### config.mk
export PLATFORM = sky130hd
export DESIGN_NAME = rap_regs
export DESIGN_NICKNAME = d
export VERILOG_FILES = /design/src/rtl/rap_pkg.sv /design/src/rtl/rap_dual_mod_div.sv /design/src/rtl/rap_regs.sv
export SDC_FILE = /design/constraint.sdc
export NUM_CORES = 1
export LEC_CHECK = 0
export ABC_AREA = 1
export ABC_CLOCK_PERIOD_IN_PS = 2750
export BUFFER_PORTS_ARGS = -buffer_cell sky130_fd_sc_hd__buf_2
export CORE_ASPECT_RATIO = 1.5
export CORE_MARGIN = 2
export CORE_UTILIZATION = 40
export DETAILED_ROUTE_END_ITERATION = 6
export GPL_ROUTABILITY_DRIVEN = 0
export HOLD_SLACK_MARGIN = 0.15
export PLACE_DENSITY = 0.61
export SYNTH_ARGS = -nofsm -noshare
export SYNTH_HDL_FRONTEND = slang
export SYNTH_SLANG_ARGS = --single-unit
export TNS_END_PERCENT = 1
### constraint.sdc
create_clock -name pclk -period 2.75 [get_ports pclk]
set_clock_uncertainty 0.2 [all_clocks]
set_input_delay 0.55 -clock pclk [delete_from_list [all_inputs] [get_ports pclk]]
set_output_delay 0.55 -clock pclk [all_outputs]
set_load 0.03 [all_outputs]
### src/rtl/rap_pkg.sv
// Purpose: shared constants for the aux PLL and status page register bank
// Assumes: APB slave, 32-bit data, one register per aligned word
// Notes:   printed offsets are not all multiples of four, so each is an index
package rap_pkg;
  // register indices; byte address is four times the index
  localparam logic [7:0] RAP_IDX_AUX_B_A_HI   = 8'h1b;
  localparam logic [7:0] RAP_IDX_AUX_A_LO     = 8'h1c;
  localparam logic [7:0] RAP_IDX_THRESHOLDS   = 8'h1d;
  localparam logic [7:0] RAP_IDX_MIXER_TRIM   = 8'h22;
  localparam logic [7:0] RAP_IDX_PAGE_SEL     = 8'h29;
  localparam logic [7:0] RAP_IDX_RSSI_VIEW    = 8'h2b;
  localparam logic [7:0] RAP_IDX_CAL_VIEW     = 8'h2c;
  localparam logic [7:0] RAP_IDX_ADC_VIEW     = 8'h2d;
  // reset values
  localparam logic [7:0] RAP_RST_AUX_B_A_HI   = 8'h61;
  localparam logic [7:0] RAP_RST_AUX_A_LO     = 8'h18;
  localparam logic [7:0] RAP_RST_THRESHOLDS   = 8'h00;
  localparam logic [7:0] RAP_RST_MIXER_TRIM   = 8'h00;
  localparam logic [7:0] RAP_RST_PAGE_SEL     = 8'h00;
  // field positions
  localparam int RAP_B_LSB_POS    = 2;
  localparam int RAP_CHAN_TH_POS  = 4;
  localparam int RAP_ADC_PAGE_POS = 6;
  localparam int RAP_CAL_PAGE_POS = 4;
  // prescaler moduli
  localparam logic [4:0] RAP_PRESC_LOW  = 5'h1f;   // terminal count for 32
  localparam logic [5:0] RAP_PRESC_HIGH = 6'h20;   // terminal count for 33
  // rssi page codes
  typedef enum logic [3:0] {
    RAP_PG_REALTIME = 4'h0,
    RAP_PG_QUIET    = 4'h2,
    RAP_PG_PILOT    = 4'h4,
    RAP_PG_DATA     = 4'h6,
    RAP_PG_PEAK     = 4'h8,
    RAP_PG_COL_TIME = 4'hc,
    RAP_PG_COL_LEN  = 4'hd,
    RAP_PG_ERR_TIME = 4'he
  } rap_page_t;
endpackage : rap_pkg

### src/rtl/rap_dual_mod_div.sv
// Purpose: dual-modulus 32/33 divider, N = B*32 + A*33
// Assumes: vco_tick is a one-cycle enable at the divided input rate
// Notes:   A cycles at 33 then B cycles at 32; div_out pulses once per N ticks
`timescale 1ns/1ps
`default_nettype none
module rap_dual_mod_div (
  input  wire logic       pclk,      // core clock
  input  wire logic       presetn,   // async reset, active low
  input  wire logic       vco_tick,  // input-rate enable
  input  wire logic [9:0] div_a,     // count of divide-by-33 passes
  input  wire logic [9:0] div_b,     // count of divide-by-32 passes
  output logic            div_out    // one pulse per full N count
);
  import rap_pkg::*;
  logic [5:0] pre_r, pre_nxt;        // prescaler position
  logic [9:0] cnt_r, cnt_nxt;        // passes done in current phase
  logic       in_a_r, in_a_nxt;      // high while in the 33 phase
  logic       out_r, out_nxt;        // registered output pulse
  logic       pre_end;               // prescaler wraps this tick

  // next-state: phase A uses modulus 33, phase B modulus 32
  always_comb begin
    pre_nxt = pre_r;
    cnt_nxt = cnt_r;
    in_a_nxt = in_a_r;
    out_nxt = 1'b0;
    pre_end = in_a_r ? (pre_r == RAP_PRESC_HIGH) : (pre_r == {1'b0, RAP_PRESC_LOW});
    if (vco_tick) begin
      pre_nxt = pre_end ? 6'h00 : pre_r + 6'h01;
      if (pre_end) begin
        if (in_a_r && (cnt_r + 10'h001 >= div_a)) begin
          in_a_nxt = 1'b0;
          cnt_nxt = 10'h000;
          if (div_b == 10'h000) begin
            in_a_nxt = 1'b1;
            out_nxt = 1'b1;
          end
        end else if (!in_a_r && (cnt_r + 10'h001 >= div_b)) begin
          in_a_nxt = (div_a != 10'h000);
          cnt_nxt = 10'h000;
          out_nxt = 1'b1;
        end else begin
          cnt_nxt = cnt_r + 10'h001;
        end
      end
    end
  end

  // registers only
  always_ff @(posedge pclk or negedge presetn) begin
    if (!presetn) begin
      pre_r <= 6'h00;
      cnt_r <= 10'h000;
      in_a_r <= 1'b1;
      out_r <= 1'b0;
    end else begin
      pre_r <= pre_nxt;
      cnt_r <= cnt_nxt;
      in_a_r <= in_a_nxt;
      out_r <= out_nxt;
    end
  end

  assign div_out = out_r;
endmodule : rap_dual_mod_div
`default_nettype wire

### src/rtl/rap_regs.sv
// Purpose: aux PLL divider, thresholds, mixer trim and status page registers
// Assumes: APB slave at 10 MHz, zero wait states, inputs synchronous to pclk
// Notes:   view registers at 2Bh..2Dh are read-only and steered by the page select
//
// Decided for this implementation: the APB slave port.
`timescale 1ns/1ps
`default_nettype none

module rap_regs (
  input  wire logic        pclk,               // core clock, 10 MHz
  input  wire logic        presetn,            // async reset, active low
  input  wire logic        psel,               // apb select
  input  wire logic        penable,            // apb access phase
  input  wire logic        pwrite,             // apb direction
  input  wire logic [11:0] paddr,              // apb byte address
  input  wire logic [31:0] pwdata,             // apb write data
  output logic             pready,             // apb ready, always high
  output logic [31:0]      prdata,             // apb read data
  output logic             pslverr,            // apb error on unmapped
  input  wire logic        vco_tick,           // aux vco rate enable
  output logic             aux_div_out,        // aux divider output pulse
  output logic [9:0]       aux_div_a,          // aux A value
  output logic [9:0]       aux_div_b,          // aux B value (low six held here)
  input  wire logic [3:0]  rssi_i_now,         // realtime I rssi
  input  wire logic [3:0]  rssi_q_now,         // realtime Q rssi
  input  wire logic        store_rssi_cmd,     // store-RSSI direct command pulse
  input  wire logic        pilot_strobe,       // pilot measurement point
  input  wire logic        data_strobe,        // second byte measurement point
  input  wire logic        frame_start,        // receive frame begins
  input  wire logic        bit_tick,           // one received bit
  input  wire logic        proto_violation,    // protocol violation seen
  input  wire logic [7:0]  cal_view_data [4],  // 2Ch views by page
  input  wire logic [7:0]  adc_view_data [4],  // 2Dh views by page
  output logic             chan_pick_valid,    // measurement counts for pick
  output logic             chan_pick_q,        // Q stronger than I
  output logic             collision_seen,     // collision threshold exceeded
  output logic [1:0]       mixer_bias_trim,    // bias decrease code
  output logic [2:0]       mixer_sink_adj,     // load stage current
  output logic [2:0]       mixer_range_sel,    // single-ended range
  output logic             mixer_low_supply,   // differential low supply bias
  output logic             range_boost,        // differential range boost
  input  wire logic        mixer_diff_mode     // mixer runs differential
);
  import rap_pkg::*;

  // software registers
  logic [7:0] aux_ba_r, aux_ba_nxt;        // 1Bh
  logic [7:0] aux_alo_r, aux_alo_nxt;      // 1Ch
  logic [7:0] thr_r, thr_nxt;              // 1Dh
  logic [7:0] mix_r, mix_nxt;              // 22h
  logic [7:0] page_r, page_nxt;            // 29h
  // captured rssi snapshots, Q in high nibble
  logic [7:0] quiet_r, quiet_nxt;
  logic [7:0] pilot_r, pilot_nxt;
  logic [7:0] data_r, data_nxt;
  logic [7:0] peak_r, peak_nxt;
  // collision and error timing
  logic [7:0] bitcnt_r, bitcnt_nxt;        // received bits in frame
  logic [7:0] col_time_r, col_time_nxt;    // bit time of first exceed
  logic [7:0] col_len_r, col_len_nxt;      // bits spent above threshold
  logic       col_hit_r, col_hit_nxt;      // first exceed already logged
  logic [7:0] err_time_r, err_time_nxt;    // bit time of first violation
  logic       err_hit_r, err_hit_nxt;      // first violation already logged

  logic        wr_en;                       // write in access phase
  logic        rd_en;                       // read in access phase
  logic [9:0]  idx;                         // word index from address
  logic        mapped;                      // index hits a register
  logic [7:0]  rd_byte;                     // selected read byte
  logic [7:0]  rssi_now;                    // packed realtime reading
  logic [3:0]  chan_th;                     // channel pick threshold
  logic [3:0]  col_th;                      // collision threshold
  logic [3:0]  rssi_page;                   // 2Bh page code
  logic [1:0]  cal_page;                    // 2Ch page
  logic [1:0]  adc_page;                    // 2Dh page
  logic        col_now;                     // either channel above threshold

  // apb decode; zero wait states keep the slave simple
  assign idx    = paddr[11:2];
  assign wr_en  = psel && penable && pwrite;
  assign rd_en  = psel && penable && !pwrite;
  assign pready = 1'b1;
  assign mapped = (idx == {2'b00, RAP_IDX_AUX_B_A_HI}) || (idx == {2'b00, RAP_IDX_AUX_A_LO})
               || (idx == {2'b00, RAP_IDX_THRESHOLDS}) || (idx == {2'b00, RAP_IDX_MIXER_TRIM})
               || (idx == {2'b00, RAP_IDX_PAGE_SEL})   || (idx == {2'b00, RAP_IDX_RSSI_VIEW})
               || (idx == {2'b00, RAP_IDX_CAL_VIEW})   || (idx == {2'b00, RAP_IDX_ADC_VIEW});
  assign pslverr = psel && penable && !mapped;

  // field extraction
  assign rssi_now  = {rssi_q_now, rssi_i_now};
  assign chan_th   = thr_r[RAP_CHAN_TH_POS +: 4];
  assign col_th    = thr_r[3:0];
  assign rssi_page = page_r[3:0];
  assign cal_page  = page_r[RAP_CAL_PAGE_POS +: 2];
  assign adc_page  = page_r[RAP_ADC_PAGE_POS +: 2];
  assign col_now   = (rssi_i_now > col_th) || (rssi_q_now > col_th);

  // divider values out to the aux PLL
  assign aux_div_a = {aux_ba_r[1:0], aux_alo_r};
  assign aux_div_b = {4'h0, aux_ba_r[7:RAP_B_LSB_POS]};

  // channel pick qualification
  assign chan_pick_valid = (rssi_i_now > chan_th) || (rssi_q_now > chan_th);
  assign chan_pick_q     = rssi_q_now > rssi_i_now;
  assign collision_seen  = col_hit_r;

  // mixer trim fields; bit 2 has no effect in differential mode
  assign mixer_bias_trim  = mix_r[7:6];
  assign mixer_sink_adj   = mix_r[5:3];
  assign mixer_range_sel  = mixer_diff_mode ? 3'h0 : mix_r[2:0];
  assign mixer_low_supply = mixer_diff_mode && mix_r[1];
  assign range_boost      = mixer_diff_mode && mix_r[0];

  // software register writes, byte in the low lane
  always_comb begin
    aux_ba_nxt  = aux_ba_r;
    aux_alo_nxt = aux_alo_r;
    thr_nxt     = thr_r;
    mix_nxt     = mix_r;
    page_nxt    = page_r;
    if (wr_en) begin
      unique case (idx[7:0])
        RAP_IDX_AUX_B_A_HI: aux_ba_nxt  = pwdata[7:0];
        RAP_IDX_AUX_A_LO:   aux_alo_nxt = pwdata[7:0];
        RAP_IDX_THRESHOLDS: thr_nxt     = pwdata[7:0];
        RAP_IDX_MIXER_TRIM: mix_nxt     = pwdata[7:0];
        RAP_IDX_PAGE_SEL:   page_nxt    = pwdata[7:0];
        default: ;                                                    // read-only or unmapped
      endcase
      if (idx[9:8] != 2'b00) begin
        aux_ba_nxt  = aux_ba_r;
        aux_alo_nxt = aux_alo_r;
        thr_nxt     = thr_r;
        mix_nxt     = mix_r;
        page_nxt    = page_r;
      end
    end
  end

  // rssi snapshots; peak keeps the larger nibble per channel
  always_comb begin
    quiet_nxt = store_rssi_cmd ? rssi_now : quiet_r;
    pilot_nxt = pilot_strobe ? rssi_now : pilot_r;
    data_nxt  = data_strobe ? rssi_now : data_r;
    peak_nxt  = peak_r;
    if (frame_start) begin
      peak_nxt = rssi_now;
    end else begin
      if (rssi_q_now > peak_r[7:4]) peak_nxt[7:4] = rssi_q_now;
      if (rssi_i_now > peak_r[3:0]) peak_nxt[3:0] = rssi_i_now;
    end
  end

  // frame timing: counts saturate rather than wrap to keep firsts honest
  always_comb begin
    bitcnt_nxt   = bitcnt_r;
    col_time_nxt = col_time_r;
    col_len_nxt  = col_len_r;
    col_hit_nxt  = col_hit_r;
    err_time_nxt = err_time_r;
    err_hit_nxt  = err_hit_r;
    if (frame_start) begin
      // a hit on the opening cycle still counts, logged at bit zero
      bitcnt_nxt   = 8'h00;
      col_time_nxt = 8'h00;
      col_len_nxt  = 8'h00;
      col_hit_nxt  = col_now;
      err_time_nxt = 8'h00;
      err_hit_nxt  = proto_violation;
    end else begin
      if (bit_tick && bitcnt_r != 8'hff) bitcnt_nxt = bitcnt_r + 8'h01;
      if (col_now && !col_hit_r) begin
        col_hit_nxt  = 1'b1;
        col_time_nxt = bitcnt_r;
      end
      if (col_now && bit_tick && col_len_r != 8'hff) col_len_nxt = col_len_r + 8'h01;
      if (proto_violation && !err_hit_r) begin
        err_hit_nxt  = 1'b1;
        err_time_nxt = bitcnt_r;
      end
    end
  end

  // read mux; views are pure selects so a read disturbs nothing
  always_comb begin
    rd_byte = 8'h00;
    if (idx[9:8] == 2'b00) begin
      unique case (idx[7:0])
        RAP_IDX_AUX_B_A_HI: rd_byte = aux_ba_r;
        RAP_IDX_AUX_A_LO:   rd_byte = aux_alo_r;
        RAP_IDX_THRESHOLDS: rd_byte = thr_r;
        RAP_IDX_MIXER_TRIM: rd_byte = mix_r;
        RAP_IDX_PAGE_SEL:   rd_byte = page_r;
        RAP_IDX_CAL_VIEW:   rd_byte = cal_view_data[cal_page];
        RAP_IDX_ADC_VIEW:   rd_byte = adc_view_data[adc_page];
        RAP_IDX_RSSI_VIEW: begin
          unique case (rssi_page)
            RAP_PG_REALTIME: rd_byte = rssi_now;
            RAP_PG_QUIET:    rd_byte = quiet_r;
            RAP_PG_PILOT:    rd_byte = pilot_r;
            RAP_PG_DATA:     rd_byte = data_r;
            RAP_PG_PEAK:     rd_byte = peak_r;
            RAP_PG_COL_TIME: rd_byte = col_time_r;
            RAP_PG_COL_LEN:  rd_byte = col_len_r;
            RAP_PG_ERR_TIME: rd_byte = err_time_r;
            default:         rd_byte = 8'h00;
          endcase
        end
        default: rd_byte = 8'h00;
      endcase
    end
  end

  // all state registers
  always_ff @(posedge pclk or negedge presetn) begin
    if (!presetn) begin
      aux_ba_r   <= RAP_RST_AUX_B_A_HI;
      aux_alo_r  <= RAP_RST_AUX_A_LO;
      thr_r      <= RAP_RST_THRESHOLDS;
      mix_r      <= RAP_RST_MIXER_TRIM;
      page_r     <= RAP_RST_PAGE_SEL;
      quiet_r    <= 8'h00;
      pilot_r    <= 8'h00;
      data_r     <= 8'h00;
      peak_r     <= 8'h00;
      bitcnt_r   <= 8'h00;
      col_time_r <= 8'h00;
      col_len_r  <= 8'h00;
      col_hit_r  <= 1'b0;
      err_time_r <= 8'h00;
      err_hit_r  <= 1'b0;
      prdata     <= 32'h0000_0000;
    end else begin
      aux_ba_r   <= aux_ba_nxt;
      aux_alo_r  <= aux_alo_nxt;
      thr_r      <= thr_nxt;
      mix_r      <= mix_nxt;
      page_r     <= page_nxt;
      quiet_r    <= quiet_nxt;
      pilot_r    <= pilot_nxt;
      data_r     <= data_nxt;
      peak_r     <= peak_nxt;
      bitcnt_r   <= bitcnt_nxt;
      col_time_r <= col_time_nxt;
      col_len_r  <= col_len_nxt;
      col_hit_r  <= col_hit_nxt;
      err_time_r <= err_time_nxt;
      err_hit_r  <= err_hit_nxt;
      // read data registered in setup so it stands through the access phase
      if (psel && !penable && !pwrite) prdata <= {24'h00_0000, rd_byte};
    end
  end

  // aux divider instance
  rap_dual_mod_div u_aux_div (
    .pclk     (pclk),
    .presetn  (presetn),
    .vco_tick (vco_tick),
    .div_a    (aux_div_a),
    .div_b    (aux_div_b),
    .div_out  (aux_div_out)
  );

  // assertions
  property p_div_fields;
    @(posedge pclk) disable iff (!presetn)
      (wr_en && paddr == {RAP_IDX_AUX_B_A_HI, 2'b00} && paddr[11:10] == 2'b00)
        |=> (aux_div_b[5:0] == $past(pwdata[7:2]) && aux_div_a[9:8] == $past(pwdata[1:0]));
  endproperty
  a_div_fields: assert property (p_div_fields) else $error("1Bh fields wrong");

  property p_a_low;
    @(posedge pclk) disable iff (!presetn)
      (wr_en && paddr == {2'b00, RAP_IDX_AUX_A_LO, 2'b00}) |=> aux_div_a[7:0] == $past(pwdata[7:0]);
  endproperty
  a_a_low: assert property (p_a_low) else $error("1Ch A low wrong");

  property p_pick;
    @(posedge pclk) disable iff (!presetn)
      (rssi_i_now <= thr_r[7:4] && rssi_q_now <= thr_r[7:4]) |-> !chan_pick_valid;
  endproperty
  a_pick: assert property (p_pick) else $error("pick valid below threshold");

  property p_col_first;
    @(posedge pclk) disable iff (!presetn)
      (!frame_start && col_now && !col_hit_r) |=> (col_hit_r && col_time_r == $past(bitcnt_r));
  endproperty
  a_col_first: assert property (p_col_first) else $error("collision onset lost");

  property p_mix;
    @(posedge pclk) disable iff (!presetn)
      mixer_diff_mode |-> (range_boost == mix_r[0] && mixer_low_supply == mix_r[1]);
  endproperty
  a_mix: assert property (p_mix) else $error("diff mixer bits wrong");

  property p_quiet;
    @(posedge pclk) disable iff (!presetn)
      store_rssi_cmd |=> quiet_r == {$past(rssi_q_now), $past(rssi_i_now)};
  endproperty
  a_quiet: assert property (p_quiet) else $error("quiet rssi not stored");

  property p_err_hold;
    @(posedge pclk) disable iff (!presetn)
      (err_hit_r && !frame_start) |=> $stable(err_time_r);
  endproperty
  a_err_hold: assert property (p_err_hold) else $error("error time moved");

  property p_unused;
    @(posedge pclk) disable iff (!presetn)
      (psel && !penable && !pwrite && paddr == {2'b00, RAP_IDX_RSSI_VIEW, 2'b00}
       && (rssi_page[0] || rssi_page == 4'ha) && rssi_page[3:2] != 2'b11)
        |=> prdata == 32'h0000_0000;
  endproperty
  a_unused: assert property (p_unused) else $error("unused page not zero");
endmodule : rap_regs
`default_nettype wire

# Word level (Yosys, flattened, before mapping)
# Cells that the tools add are included.
[totals] reg_bits=132 in_bits=129 output_inout_bits=68 wordCells=150
[op_classes] addsub=4 magnitude_cmp=11 eq_ne=27 muxes=36 n_bitwise=3 n_reduce_logical=48
[ops] op="8-bit one-hot mux with 8 select lines" n=2
[ops] op="8-bit two-way mux" n=14
[ops] op="10-bit by 6-bit == test with 1-bit output, second input constant" n=5
[ops] op="8-bit by 6-bit == test with 1-bit output, second input constant" n=5
[ops] op="8-bit binary-select mux with 2-bit select" n=2
[ops] op="10-bit by 5-bit == test with 1-bit output, second input constant" n=3
[ops] op="4-bit > comparator" n=7
[ops] op="8-bit by 5-bit == test with 1-bit output, second input constant" n=3
[ops] op="10-bit two-way mux" n=2
[ops] op="3-bit AND reduction" n=6
[ops] op="8-bit by 1-bit adder with 8-bit output, second input constant" n=2
[ops] op="4-bit == test, second input constant" n=4
[ops] op="8-bit != test, second input constant" n=2
[ops] op="2-bit nonzero test" n=8
[ops] op="1-bit logical AND" n=14
[ops] op="1-bit two-way mux" n=12
[ops] op="10-bit by 1-bit adder with 10-bit output, second input constant" n=1
[ops] op="10-bit greater-or-equal comparator" n=1
[ops] op="10-bit by 6-bit greater-or-equal comparator with 1-bit output" n=1
[ops] op="10-bit logical NOT" n=1
[ops] op="10-bit nonzero test" n=1
[ops] op="1-bit logical OR" n=9
[ops] op="4-bit by 3-bit == test with 1-bit output, second input constant" n=2
[ops] op="4-bit two-way mux" n=2
[ops] op="13 further kinds" n=20

# Longest topological paths before layout
[depth] word_depth=10 depth_mapped=20 depth_no_buf=20

# Hierarchy
# Synthesis repeated with hierarchy kept, for this count alone.
[unflattened] cells_unflattened=1276 area_unflattened_um2=9038.7
[modules_own_cells] module="rap_regs" instances=1 cells_each=1052 area_each_um2=7449.6 seq_area_each_um2=2859.0
[modules_own_cells] module="rap_dual_mod_div" instances=1 cells_each=224 area_each_um2=1589.0 seq_area_each_um2=451.7

# Least setup slack after synthesis
# No wires, ideal clock.
[synth_timing] path_type="input to output" start="in paddr[3]" end="out pslverr" arrival_ns=1.795 required_time_ns=2.000 setup_slack_ns=0.205 cell_stages=8 path_buffers=0 path_cell_list="inv_1 -> nor3_1 -> nand2_2 -> inv_1 -> nor3_1 -> nand3_1 -> o21ai_1 -> and3_1"
[synth_between] elab_chain_cells=10 elab_cells_between_ends=17 classes_between="8 x eq/ne; 9 x reduce/logical"
[synth_rtl] element="start, declared" line="rap_regs.sv:15" source="input wire logic [11:0] paddr,"
[synth_rtl] element="10-bit by 5-bit == test with 1-bit output" line="rap_regs.sv:83" source="assign mapped = (idx == {2'b00, RAP_IDX_AUX_B_A_HI}) || (idx == {2'b00, RAP_IDX_AUX_A_LO})"
[synth_rtl] element="1-bit logical OR" line="rap_regs.sv:83"
[synth_rtl] element="1-bit logical OR (2 in series)" line="rap_regs.sv:84" source="|| (idx == {2'b00, RAP_IDX_THRESHOLDS}) || (idx == {2'b00, RAP_IDX_MIXER_TRIM})"
[synth_rtl] element="1-bit logical OR (2 in series)" line="rap_regs.sv:85" source="|| (idx == {2'b00, RAP_IDX_PAGE_SEL}) || (idx == {2'b00, RAP_IDX_RSSI_VIEW})"
[synth_rtl] element="1-bit logical OR" line="rap_regs.sv:86" source="|| (idx == {2'b00, RAP_IDX_CAL_VIEW}) || (idx == {2'b00, RAP_IDX_ADC_VIEW});"
[synth_rtl] element="1-bit logical OR *" line="rap_regs.sv:86"
[synth_rtl] element="1-bit logical NOT *" line="rap_regs.sv:87" source="assign pslverr = psel && penable && !mapped;"
[synth_rtl] element="1-bit logical AND *" line="rap_regs.sv:87"
[synth_rtl] element="end, declared" line="rap_regs.sv:19" source="output logic pslverr,"
# Every way passes the cells marked *; elsewhere a longest branch is shown, timed or not.

# Final worst setup path
[layout_timing] start="reg thr_r[7]" end="out chan_pick_valid"
[layout_between] elab_chain_cells=2 elab_cells_between_ends=3 classes_between="2 x order compare; 1 x reduce/logical"
[layout_rtl] element="start, declared" line="rap_regs.sv:49" source="logic [7:0] thr_r, thr_nxt;"
[layout_rtl] element="start signal, assigned" line="rap_regs.sv:236" source="thr_r <= thr_nxt;"
[layout_rtl] element="4-bit > comparator" line="rap_regs.sv:103" source="assign chan_pick_valid = (rssi_i_now > chan_th) || (rssi_q_now > chan_th);"
[layout_rtl] element="1-bit logical OR *" line="rap_regs.sv:103"
[layout_rtl] element="end, declared" line="rap_regs.sv:34" source="output logic chan_pick_valid,"
# Marks and branches as above.

==> impl_metrics.toml <==
[drt]
drt-total-wl_um = 26800
firstDrtPassIters = 5
dr_total_vias = 8141
drtIter0Drc = 514
drtAntennaViolNets = 0
highest_layer = "met4"
wl_met3_um = 1240
met1_length_um = 10300
drc_errors = 0
wl_met2_um = 14000
vias_per_cell = 5.14
wl_per_cell_um = 16.9

[floorplanning]
row_count = 64
initial_core_util_pct = 40.8
chipWidth_um = 122
ioPinCount = 197
die_area_um2 = 22000
core_um2 = 20400
die_y_um = 181

[clock_network]
cts_buffer_depth = 2
cts_tree = "built"
cts_made_buffers = 17
clk_pin_slew_worst_paths_ns = 0.06
ctsHtreeMaxLevel = 4
clock-sinks = 132
clock_latency_ns = 0.43
clockRootBuffer = "clkbuf_16"

[critical_path]
slowest_delay_ns = 0.40
cp_cell_sequence = "inv_1, ha_1, nand2_1, o21bai_1, nand2_1, o21ai_0, nand2_1, buf_2"
critPathArrivalTime_ns = 1.86
required_ns = 2.00
cp_max_fo = 3
crit_top_cell = "nand2_1"
end_kind = "primary output"
reg2reg_from = "u_aux_div.cnt_r[0]$_DFFE_PN0P_"
critPathSlowestCell = "dfrtp_1"
startpoint = "thr_r[7]$_DFFE_PN0P_"
path_class = "reg -> out"
cp-start-kind = "flop"

[finish]
fillCellCount = 2030
area_growth_syn_to_layout_pct = 24.0
drive_gt1_share_pct = 20.3
fin_nets = 1482
diodes = 0

[timing]
fin_hold_ws_ns = 0.208
drv_slew = 0
hold_violations = 0
min_period_ns = 2.61
relSlewSlack_pct = 56.8
tightest_slew_ns = 0.644
fin_crit_sh_pct = 94.8
clock.fmax_ghz = 0.384
finalSetupViolCount = 0
tns_ns = 0

[min_path]
hp-class = "in -> reg"
hp-start = "vco_tick"

[placement]
port_buffers = 141
hpwl_um = 20900

[synthesis]
synthTopCellsByCount = "nand2_1 (290), inv_1 (171), dfrtp_1 (126)"
syn_inst = 1124
yosysTopAreaCell = "dfrtp_1"
yosysSeqAreaShare_pct = 39.8
yosysMostFrequentCell = "nand2_1"
synth_top_area_share_pct = 37.9
yosysWarnings = 0
yosys-top-cells-area = "dfrtp_1 (38%), nand2_1 (13%), inv_1 (7.7%)"
synthFlopType = "dfrtp_1"
synth_seq_cells = 132
synth_edf_count = 0
async_flop_share_pct = 100
syn-cell-area_um2 = 8330
avgSynthCellArea_um2 = 7.41
ys_types = 46

[power]
cellPowerDensity_nw_per_um2 = 604
cellLeakagePower_nw = 5.23
ir_drop_mv = 0.414

[job]
drv_cap = 0

[grt]
grt_pass1_wl_um = 41300
antenna_found_initial = 0
grt_pass1_vias = 7869
grt_start_max_net_pins = 37
gr-total-overflow = 0
grt_use_total_pct = 24.7

[outcome]
status = "completed"
final timing paths:
check,slack [ns],to,depth (start not counted)
min in group asynchronous,0.41,err_hit_r$_DFFE_PN0P_,2
worst min-delay path,0.21,u_aux_div.pre_r[1]$_DFFE_PN0P_,3
worst max register to register,0.17,u_aux_div.in_a_r$_DFFE_PN1P_,18
max in group asynchronous,1.14,data_r[0]$_DFFE_PN0P_,3
worst max-delay path,0.14,chan_pick_valid,8
worst min register to register,0.27,err_hit_r$_DFFE_PN0P_,2
layout by cell type (no fill, tap or decap), types with 3 or more instances in the layout:
cell	instances
nor2_1	69
nand2_1	286
clkbuf_16	17
a21oi_1	46
inv_1	169
clkinv_1	3
ha_4	4
nor4_1	4
o22ai_1	42
a221oi_1	7
clkinvlp_4	5
o21ai_0	108
bufinv_16	5
o21ai_1	5
dfstp_2	6
nor3b_1	3
a32o_1	9
o211ai_1	5
dfrtp_1	125
nand3_2	3
nor3_1	20
buf_2	139
xor2_1	5
nor3_2	3
o31ai_1	3
nand2_2	10
buf_12	3
buf_4	49
nor2_2	4
o21bai_1	5
ha_1	42
nand4_1	7
inv_2	4
nand3_1	43
conb_1	29
flip-flops by register name, summed over array words and instances (netlist names), 8 cells and up:
register         flops
col_len_r            8
col_time_r           8
page_r               8
aux_ba_r             8
quiet_r              8
err_time_r           8
mix_r                8
thr_r                8
prdata               8
aux_alo_r            8
bitcnt_r             8
pilot_r              8
data_r               8
u_aux_div.cnt_r     10
peak_r               8
worst max-delay path: cells and delay by family (launching register included):
family	cells	cell delay [ns]
buf+inv	2	0.27
simple gates	3	0.22
fa+ha+maj	1	0.30
flops	1	0.40
compound gates	2	0.25
per-stage QoR:
stage	setup WS, ns	instances	utilization, %	cell area (um2)	power, mW
after floorplan	0.205	1151	-	8430	3.17
after global placement	-0.0998	1544	46.5	9490	3.59
after detailed placement	-0.108	1544	46.5	9490	3.62
after CTS	0.0267	1578	49.8	10200	6.15
after global routing	-0.0434	1584	50.6	10300	6.56
final	0.143	1584	50.6	10300	6.23
per-layer routing:
metal  GRT usage, %  vias up
met4           11.9        0
met1           27.9     3819
met3           3.91       67
met2           44.6      257
met5              0        -
li1               -     3998
logic make-up after synthesis:
family,share of synthesized area [%]
and+or+nand+nor,23.2
AOI/OAI and AO/OA,17.0
buffers and inverters,12.1
DFF,39.8
adders and majority gates,6.91
xor gates and xnor gates,0.827
other,0.0902
muxes,0.135
report_power, final:
group          switching [mW]  total (mW)  internal [mW]
clock                   0.884        2.51           1.63
sequential              0.147        2.27           2.12
combinational           0.879        1.45          0.572
layout make-up:
cell class	count	area, um2	share of cell area [%]
Timing Repair Buffer	193	1140	11.1
Clock buffer	19	443	4.29
Multi-Input combinational cell	787	4230	41.0
Sequential cell	132	3310	32.1
Clock inverter	13	206	2.00
Tap cell	264	330	3.20
Inverter	176	661	6.40
what timing repair did:
item | CTS | global route
endpoints found under the hold margin | 32 | 0
setup buffers | 0 | 6
cloned | 0 | 0
setup endpoints to repair | 3 | 13
resized for setup | 2 | 26
pin swaps | 0 | 11
hold buffers | 2 | 0
(Power assumes the default switching activity.)
